==> config.mk <==
export PLATFORM = sky130hd
export DESIGN_NAME = pcr_pad_config
export DESIGN_NICKNAME = d
export VERILOG_FILES = /design/src/common/pcr_pkg.sv /design/src/hdl/pcr_pad_config.sv /design/src/hdl/pcr_pad_ctl.sv
export VERILOG_INCLUDE_DIRS = /design/src /design/src/common
export SDC_FILE = /design/constraint.sdc
export NUM_CORES = 1
export LEC_CHECK = 0
export BUFFER_PORTS_ARGS = -buffer_cell sky130_fd_sc_hd__buf_4
export CAP_MARGIN = 5
export CORE_MARGIN = 3
export CORE_UTILIZATION = 37
export DETAILED_ROUTE_END_ITERATION = 10
export PLACE_DENSITY = 0.79
export SYNTH_ARGS = -nofsm -noshare
export SYNTH_HDL_FRONTEND = slang
export SYNTH_HIERARCHICAL = 1
export SYNTH_SLANG_ARGS = --single-unit
==> constraint.sdc <==
create_clock -name i_clk -period 2.1 [get_ports i_clk]
set_input_delay 0.315 -clock i_clk [delete_from_list [all_inputs] [get_ports i_clk]]
set_output_delay 0.315 -clock i_clk [all_outputs]
set_load 0.02 [all_outputs]
==> src/common/pcr_regs.svh <==
// Register offsets, field positions and reset values of the pad config bank
`ifndef PCR_REGS_SVH
`define PCR_REGS_SVH

`define PCR_PIN0_ADDR       32'h40044044
`define PCR_PIN14_ADDR      32'h40044048
`define PCR_MODE_LSB        3
`define PCR_MODE_MSB        4
`define PCR_HYS_BIT         5
`define PCR_INV_BIT         6
`define PCR_RSVD_LSB        7
`define PCR_RSVD_MSB        9
`define PCR_OD_BIT          10
`define PCR_MODE_RESET      2'h2
`define PCR_HYS_RESET       1'h1
`define PCR_INV_RESET       1'h0
`define PCR_RSVD_VALUE      3'h1
`define PCR_OD_RESET        1'h0

`endif

==> src/common/pcr_pkg.sv <==
// Types of the pad config bank
package pcr_pkg;

    typedef enum logic [1:0] {
        PCR_PULL_NONE   = 2'h0,
        PCR_PULL_DOWN   = 2'h1,
        PCR_PULL_UP     = 2'h2,
        PCR_PULL_REPEAT = 2'h3
    } pcr_pull_t;

    typedef struct packed {
        pcr_pull_t  mode;
        logic       hysteresis_enable;
        logic       input_invert;
        logic       open_drain_enable;
    } pcr_cfg_t;

    typedef struct packed {
        logic       pull_up_en;
        logic       pull_down_en;
        logic       hysteresis_en;
    } pcr_pad_ctl_t;

endpackage : pcr_pkg

==> src/hdl/pcr_pad_config.sv <==
// Pad configuration register bank for pins 0 and 14 on classic Wishbone
//
// Overview of operation
// [RULE1] A 32-bit config register for pin zero at its fixed address.
// [RULE2] Identical register for pin fourteen at the next word address.
// [RULE3] Pull mode bits 4:3 reset 10; hysteresis bit 5 resets 1.
// [RULE4] Mode 0 none, 1 pull-down, 2 pull-up, 3 repeater drives pad; code sets pull_up_en and pull_down_en, pad not driven.
// [RULE5] Bit 6 set inverts pad level seen by internal logic; reset 0.
// [RULE6] Bit 10 set selects open-drain output, clear push-pull; reset 0.
// [RULE7] Open drain is emulated: pad drives low or releases only.
// [RULE8] Bits 2:0, 31:11 read zero; 9:7 read 001; reserved writes ignored.
`timescale 1ns/1ps
`include "pcr_regs.svh"

module pcr_pad_config (
    // Clock and reset
    input  wire logic                  i_clk,
    input  wire logic                  i_sys_rst,
    // Wishbone slave
    input  wire logic                  i_wb_cyc,
    input  wire logic                  i_wb_stb,
    input  wire logic                  i_wb_we,
    input  wire logic [31:0]           i_wb_adr,
    input  wire logic [3:0]            i_wb_sel,
    input  wire logic [31:0]           i_wb_dat,
    output logic      [31:0]           o_wb_dat,
    output logic                       o_wb_ack,
    output logic                       o_wb_err,
    // Pin zero pad
    input  wire logic                  i_pin0_pad_in,
    input  wire logic                  i_pin0_out_data,
    input  wire logic                  i_pin0_out_dir,
    output pcr_pkg::pcr_pad_ctl_t      o_pin0_pad_ctl,
    output logic                       o_pin0_pad_out,
    output logic                       o_pin0_pad_oe,
    output logic                       o_pin0_core_in,
    // Pin fourteen pad
    input  wire logic                  i_pin14_pad_in,
    input  wire logic                  i_pin14_out_data,
    input  wire logic                  i_pin14_out_dir,
    output pcr_pkg::pcr_pad_ctl_t      o_pin14_pad_ctl,
    output logic                       o_pin14_pad_out,
    output logic                       o_pin14_pad_oe,
    output logic                       o_pin14_core_in
);

    // Stored configuration and its next value
    pcr_pkg::pcr_cfg_t port_pin_zero;
    pcr_pkg::pcr_cfg_t port_pin_fourteen;
    pcr_pkg::pcr_cfg_t next_port_pin_zero;
    pcr_pkg::pcr_cfg_t next_port_pin_fourteen;

    // Bus decode
    logic              req;
    logic              hit0;
    logic              hit14;
    logic              hit_any;
    logic              wr0;
    logic              wr14;
    logic              rd0;
    logic              rd14;

    // Read path
    logic [31:0]       next_wb_dat;

    // Exact word match; no aliases of the two registers
    function automatic logic addr_hit(
        input logic [31:0] adr,
        input logic [31:0] base
    );
        return (adr == base);
    endfunction : addr_hit

    // Reset image of one pin register
    function automatic pcr_pkg::pcr_cfg_t cfg_reset();
        pcr_pkg::pcr_cfg_t r;
        r.mode              = pcr_pkg::pcr_pull_t'(`PCR_MODE_RESET); // [RULE3]
        r.hysteresis_enable = `PCR_HYS_RESET;                     // [RULE3]
        r.input_invert      = `PCR_INV_RESET;                     // [RULE5]
        r.open_drain_enable = `PCR_OD_RESET;                      // [RULE6]
        return r;
    endfunction : cfg_reset

    // Register image with fixed reserved bits
    function automatic logic [31:0] pack_cfg(input pcr_pkg::pcr_cfg_t c);
        logic [31:0] w;
        w = 32'h0;                                                   // [RULE8]
        w[`PCR_MODE_MSB:`PCR_MODE_LSB] = c.mode;
        w[`PCR_HYS_BIT] = c.hysteresis_enable;
        w[`PCR_INV_BIT] = c.input_invert;
        w[`PCR_RSVD_MSB:`PCR_RSVD_LSB] = `PCR_RSVD_VALUE;            // [RULE8]
        w[`PCR_OD_BIT] = c.open_drain_enable;
        return w;
    endfunction : pack_cfg

    // Byte-lane write merge; only defined fields are stored
    function automatic pcr_pkg::pcr_cfg_t merge_cfg(
        input pcr_pkg::pcr_cfg_t c,
        input logic [31:0]       d,
        input logic [3:0]        sel
    );
        pcr_pkg::pcr_cfg_t n;
        n = c;
        if (sel[0]) begin
            n.mode = pcr_pkg::pcr_pull_t'(d[`PCR_MODE_MSB:`PCR_MODE_LSB]);
            n.hysteresis_enable = d[`PCR_HYS_BIT];
            n.input_invert = d[`PCR_INV_BIT];
        end
        if (sel[1]) begin
            n.open_drain_enable = d[`PCR_OD_BIT];
        end
        return n;                                                    // [RULE8]
    endfunction : merge_cfg

    // Request taken only while no answer is pending
    assign req     = i_wb_cyc & i_wb_stb & ~o_wb_ack & ~o_wb_err;
    assign hit0    = addr_hit(i_wb_adr, `PCR_PIN0_ADDR);         // [RULE1]
    assign hit14   = addr_hit(i_wb_adr, `PCR_PIN14_ADDR);        // [RULE2]
    assign hit_any = hit0 | hit14;
    assign wr0     = req & i_wb_we & hit0;
    assign wr14    = req & i_wb_we & hit14;
    assign rd0     = req & ~i_wb_we & hit0;
    assign rd14    = req & ~i_wb_we & hit14;

    // Byte-lane merge of a write; reserved bits never stored
    always_comb begin
        next_port_pin_zero     = port_pin_zero;
        next_port_pin_fourteen = port_pin_fourteen;
        if (wr0) begin                                           // [RULE1]
            next_port_pin_zero =
                merge_cfg(port_pin_zero, i_wb_dat, i_wb_sel);
        end
        if (wr14) begin                                          // [RULE2]
            next_port_pin_fourteen =
                merge_cfg(port_pin_fourteen, i_wb_dat, i_wb_sel);
        end
    end

    // Pin zero register
    always_ff @(posedge i_clk) begin
        if (i_sys_rst) begin
            port_pin_zero <= cfg_reset();                        // [RULE3]
        end else begin
            port_pin_zero <= next_port_pin_zero;
        end
    end

    // Pin fourteen register, same layout and reset
    always_ff @(posedge i_clk) begin
        if (i_sys_rst) begin
            port_pin_fourteen <= cfg_reset();                    // [RULE2]
        end else begin
            port_pin_fourteen <= next_port_pin_fourteen;
        end
    end

    // Image of the addressed register on a read, zero otherwise
    always_comb begin
        next_wb_dat = 32'h0;
        if (rd0) begin
            next_wb_dat = pack_cfg(port_pin_zero);               // [RULE1]
        end else if (rd14) begin
            next_wb_dat = pack_cfg(port_pin_fourteen);           // [RULE2]
        end
    end

    // Ack one cycle after a mapped word is taken
    always_ff @(posedge i_clk) begin
        if (i_sys_rst) begin
            o_wb_ack <= 1'b0;
        end else begin
            o_wb_ack <= req & hit_any;
        end
    end

    // Other addresses refused with err, no state change
    always_ff @(posedge i_clk) begin
        if (i_sys_rst) begin
            o_wb_err <= 1'b0;
        end else begin
            o_wb_err <= req & ~hit_any;
        end
    end

    // Read data stands for the answer cycle only
    always_ff @(posedge i_clk) begin
        if (i_sys_rst) begin
            o_wb_dat <= 32'h0;
        end else begin
            o_wb_dat <= next_wb_dat;                             // [RULE8]
        end
    end

    // Pad controls of pin zero
    pcr_pad_ctl u_pin0 (
        .i_clk      (i_clk),
        .i_sys_rst  (i_sys_rst),
        .i_cfg      (port_pin_zero),
        .i_pad_in   (i_pin0_pad_in),
        .i_out_data (i_pin0_out_data),
        .i_out_dir  (i_pin0_out_dir),
        .o_pad_ctl  (o_pin0_pad_ctl),
        .o_pad_out  (o_pin0_pad_out),
        .o_pad_oe   (o_pin0_pad_oe),
        .o_core_in  (o_pin0_core_in)
    );

    // Pad controls of pin fourteen
    pcr_pad_ctl u_pin14 (
        .i_clk      (i_clk),
        .i_sys_rst  (i_sys_rst),
        .i_cfg      (port_pin_fourteen),
        .i_pad_in   (i_pin14_pad_in),
        .i_out_data (i_pin14_out_data),
        .i_out_dir  (i_pin14_out_dir),
        .o_pad_ctl  (o_pin14_pad_ctl),
        .o_pad_out  (o_pin14_pad_out),
        .o_pad_oe   (o_pin14_pad_oe),
        .o_core_in  (o_pin14_core_in)
    );

endmodule : pcr_pad_config

==> src/hdl/pcr_pad_ctl.sv <==
// Per-pin pad control: pull decode, input invert, emulated open drain
`timescale 1ns/1ps
`include "pcr_regs.svh"

module pcr_pad_ctl (
    // Clock and reset
    input  wire logic              i_clk,
    input  wire logic              i_sys_rst,
    // Configuration
    input  wire pcr_pkg::pcr_cfg_t i_cfg,
    // Pad side
    input  wire logic              i_pad_in,
    input  wire logic              i_out_data,
    input  wire logic              i_out_dir,
    // Controls to pad and core
    output pcr_pkg::pcr_pad_ctl_t  o_pad_ctl,
    output logic                   o_pad_out,
    output logic                   o_pad_oe,
    output logic                   o_core_in
);

    always_ff @(posedge i_clk) begin
        if (i_sys_rst) begin
            o_pad_ctl.pull_up_en    <= 1'b1;
            o_pad_ctl.pull_down_en  <= 1'b0;
            o_pad_ctl.hysteresis_en <= `PCR_HYS_RESET;
        end else begin
            // Repeater enables both keepers
            unique case (i_cfg.mode)                                  // [RULE4]
                pcr_pkg::PCR_PULL_NONE: begin
                    o_pad_ctl.pull_up_en   <= 1'b0;
                    o_pad_ctl.pull_down_en <= 1'b0;
                end
                pcr_pkg::PCR_PULL_DOWN: begin
                    o_pad_ctl.pull_up_en   <= 1'b0;
                    o_pad_ctl.pull_down_en <= 1'b1;
                end
                pcr_pkg::PCR_PULL_UP: begin
                    o_pad_ctl.pull_up_en   <= 1'b1;
                    o_pad_ctl.pull_down_en <= 1'b0;
                end
                pcr_pkg::PCR_PULL_REPEAT: begin
                    o_pad_ctl.pull_up_en   <= 1'b1;
                    o_pad_ctl.pull_down_en <= 1'b1;
                end
            endcase
            o_pad_ctl.hysteresis_en <= i_cfg.hysteresis_enable;      // [RULE3]
        end
    end

    always_ff @(posedge i_clk) begin
        if (i_sys_rst) begin
            o_core_in <= 1'b0;
        end else begin
            o_core_in <= i_pad_in ^ i_cfg.input_invert;              // [RULE5]
        end
    end

    // Emulated open drain: drive low only, release for high
    always_ff @(posedge i_clk) begin
        if (i_sys_rst) begin
            o_pad_out <= 1'b0;
            o_pad_oe  <= 1'b0;
        end else if (i_cfg.open_drain_enable) begin                  // [RULE6]
            o_pad_out <= 1'b0;                                       // [RULE7]
            o_pad_oe  <= i_out_dir & ~i_out_data;                    // [RULE7]
        end else begin
            o_pad_out <= i_out_data;
            o_pad_oe  <= i_out_dir;
        end
    end

endmodule : pcr_pad_ctl

==> summary.md <==
| Metric | Value |
|---|---|
| DR vias/cell | `4.32` |
| Syn Area/Cell | `9.74 um2` |
| Clock power frac | `37.8%` |
| CP max stage cell | `or4_1` |
| Total die area | `4570 um2` |
| Cell Area, Synth | `1400 um2` |
| Row count | `21` |
| #FFs+latches synth | `30` |
| Wire per inst | `11.1 um` |
| Register area | `601 um2` |
| CP max stage delay | `0.71 ns` |
| Ratio of final minimum period to clock period | `75.0%` |
| Max_cap viols | `0` |
| Ant diodes | `0` |
| Port bufs | `69` |
| Clk slew on worst S/H paths | `0.06 ns` |
| Final wirelength | `2940 um` |
| DP HPWL | `2330 um` |
| Cell Chain, Critical Path | `buf_4 > nor4_2 > nand4_2 > or4_1 > mux2i_1` |
| RSZ-0062 raised after global routing | `no` |
| Final setup fails | `0` |
| Layout area overhead | `41.3%` |
| Setup_tns | `0 ns` |
| Pre-CTS setup slack | `0.217 ns` |
| Routed Antenna Nets | `0` |
| Hold Path Stages | `2` |
| Clk Latency, worst-skew pair | `0.27 ns` |
| Max-slew violation count | `0` |
| Vias in the first global route | `1,067` |
| Layout cell share with drive strength beyond 1 | `41.1%` |
| Buf+Inv Stages, Crit Path | `1` |
| CTS tree | `yes` |
| Vias | `1,146` |
| Mapped Cells | `144` |
| Area of the multi-input gates | `669 um2` |
| Drt first pass iters | `4` |
| Critical path endpoint category | `flip-flop` |
| Cell variety after synth | `27` |
| Crit-path max FO | `4` |
| Starting density of the core | `40.1%` |
| CTS Buf Count | `5` |
| Placed Area | `1890 um2` |
| Die X | `67.6 um` |
| Lkg Pwr | `0.891 nW` |
| Root buf cell | `clkbuf_8` |
| Crit Path Class | `primary input to flip-flop` |
| YS warnings | `6` |
| Final hold violations | `0` |
| Setup bufs post-CTS | `0` |
| DR DRC count | `0` |
| # clock sinks | `30` |
| CTS H-tree depth | `2` |
| Worst Path Arrival | `1.73 ns` |
| Yosys top cell by area | `dfxtp_1` |
| First-pass GRT wire length | `4400 um` |
| Final worst setup slack | `0.524 ns` |
| Iteration-0 DRC Markers | `13` |
| Fmax | `635 MHz` |
| Outcome | `completed` |
| GRT Util Overall | `12.8%` |
| Crit path depth | `5` |
| IO Pins | `125` |
| Fin area | `1980 um2` |
| Core box area | `3490 um2` |
| Pin count of the biggest net entering global routing | `31` |
| CP required | `2.25 ns` |
| Final Skew | `0.00624 ns` |
| NetSw | `0.294 mW` |
| Clock Path Buffers | `2` |
| Overflow after GRT | `0` |
| Die Ht | `67.6 um` |
| CP delay by family, top | `simple AND/OR/NAND/NOR gates` |
| Internal power | `0.926 mW` |
| Worst-case reg-to-reg path depth | `4` |
| Pwr dens | `615 nW/um2` |
| Nets | `297` |
| Post-synthesis sequential area ratio | `42.8%` |
| Resized cells post-CTS | `0` |
| Flop pwr share | `47.4%` |
| Fill cells | `338` |
| Post-CTS Hold Buffers | `0` |
| Switching Fraction | `24.1%` |
| HP Class | `primary input to flip-flop` |
| Worst vdd ir | `0.287 mV` |
| Antenna violations before repair | `0` |
| Post-synth top area share | `42.8%` |
| Combinational share of power | `14.8%` |
| Worst setup SP type | `primary input` |
| Top post-synthesis cells by area | `dfxtp_1, buf_4, mux2i_1` |
| Minimum clock period | `1.58 ns` |
| RePlAce Congestion | `0.716` |
## final cells by class
cell class / count / share of cell area [%]
clock buffers: 7 / 4.36
clock inverters: 1 / 0.253
well taps: 46 / 2.90
flip-flops and latches: 30 / 30.3
multi-input cells: 105 / 33.8
repair buffers: 74 / 28.0
inverters: 2 / 0.379
## cells by family (layout without fill, tap and decap cells)
logic type	after synthesis	after routing	share of synthesized area, %
AOI/OAI and AO/OA	8	8	4.10
xor gates and xnor gates	2	2	1.25
buffers and inverters	34	84	16.1
DFF	30	30	42.8
muxes	10	10	7.14
other	1	26	0.267
and+or+nand+nor	59	59	28.3
## cell usage after synthesis
library cell	instances
buf_4	26
nand3_1	1
xnor2_1	2
nand2b_1	9
and4bb_2	1
nor2_1	16
nor4b_2	4
or3_1	2
a211oi_1	2
clkbuf_1	5
nor3_1	5
or4_1	1
mux2i_1	10
dfxtp_1	30
o21ai_0	1
inv_1	2
nand4_2	1
nand4_1	4
buf_2	1
a22oi_1	5
nand4bb_1	1
nor2b_1	4
conb_1	1
nor4_2	3
or2_1	4
nor4_1	1
nor3b_1	2
## path summary, 6_finish.rpt
kind                         from              endpoint  slack, ns
max                   i_wb_adr[8]  port_pin_fourteen[4]       0.52
min               i_pin0_out_data       u_pin0/o_pad_oe       0.23
max reg2reg              o_wb_err           o_wb_dat[5]       0.59
min reg2reg  port_pin_fourteen[0]     u_pin14/o_pad_out       0.48
## placed cells by master (no fill, tap or decap), drive strengths merged, types with 2 or more instances in the layout
cell	count
nor3	5
buf	74
nand2b	9
mux2i	10
nand4	5
nor4	4
nor2	16
xnor2	2
nor2b	4
dfxtp	30
nor3b	2
or2	4
nor4b	4
clkbuf	7
conb	26
a211oi	2
a22oi	5
or3	2
inv	2
## per-stage QoR
| step | hold WS (ns) | power, mW | std cells | utilization [%] |
|---|---|---|---|---|
| after detailed placement | 0.456 | 0.771 | 257 | 54.1 |
| after CTS | 0.231 | 1.23 | 265 | 56.7 |
| after global routing | 0.234 | 1.27 | 265 | 56.7 |
| after global placement | 0.449 | 0.769 | 257 | 54.1 |
| after floorplan | 0.387 | 0.711 | 169 | - |
| final | 0.234 | 1.22 | 265 | 56.7 |
## power groups by stage
stage                     registers (mW)  clock network [mW]  logic [mW]
after global placement             0.591                   0       0.179
after global routing               0.578               0.494       0.195
after CTS                          0.578               0.472       0.180
after detailed placement           0.591                   0       0.180
after floorplan                    0.599                   0       0.112
final                              0.578               0.461       0.181
## metal layers
layer,vias up,global-route usage (%),share of wire [%]
li1,590,-,-
met3,2,4.99,11
met4,0,3.04,0.34
met5,-,0,0
met1,489,13.7,41
met2,65,23.5,48
## state kept, by name, indices dropped and copies added (netlist names)
signal,count
o_wb_dat,6
port_pin_fourteen,5
port_pin_zero,5
u_pin0/o_pad_ctl,3
u_pin14/o_pad_ctl,3
o_wb_ack,1
o_wb_err,1
u_pin0/o_core_in,1
u_pin0/o_pad_oe,1
u_pin0/o_pad_out,1
u_pin14/o_core_in,1
u_pin14/o_pad_oe,1
u_pin14/o_pad_out,1
## worst register-to-register path: cells and delay by family, from the launching register on
kind,cells,cell delay (ns)
DFF,1,0.32
and+or+nand+nor,4,1.12
(Power assumes the default switching activity.)
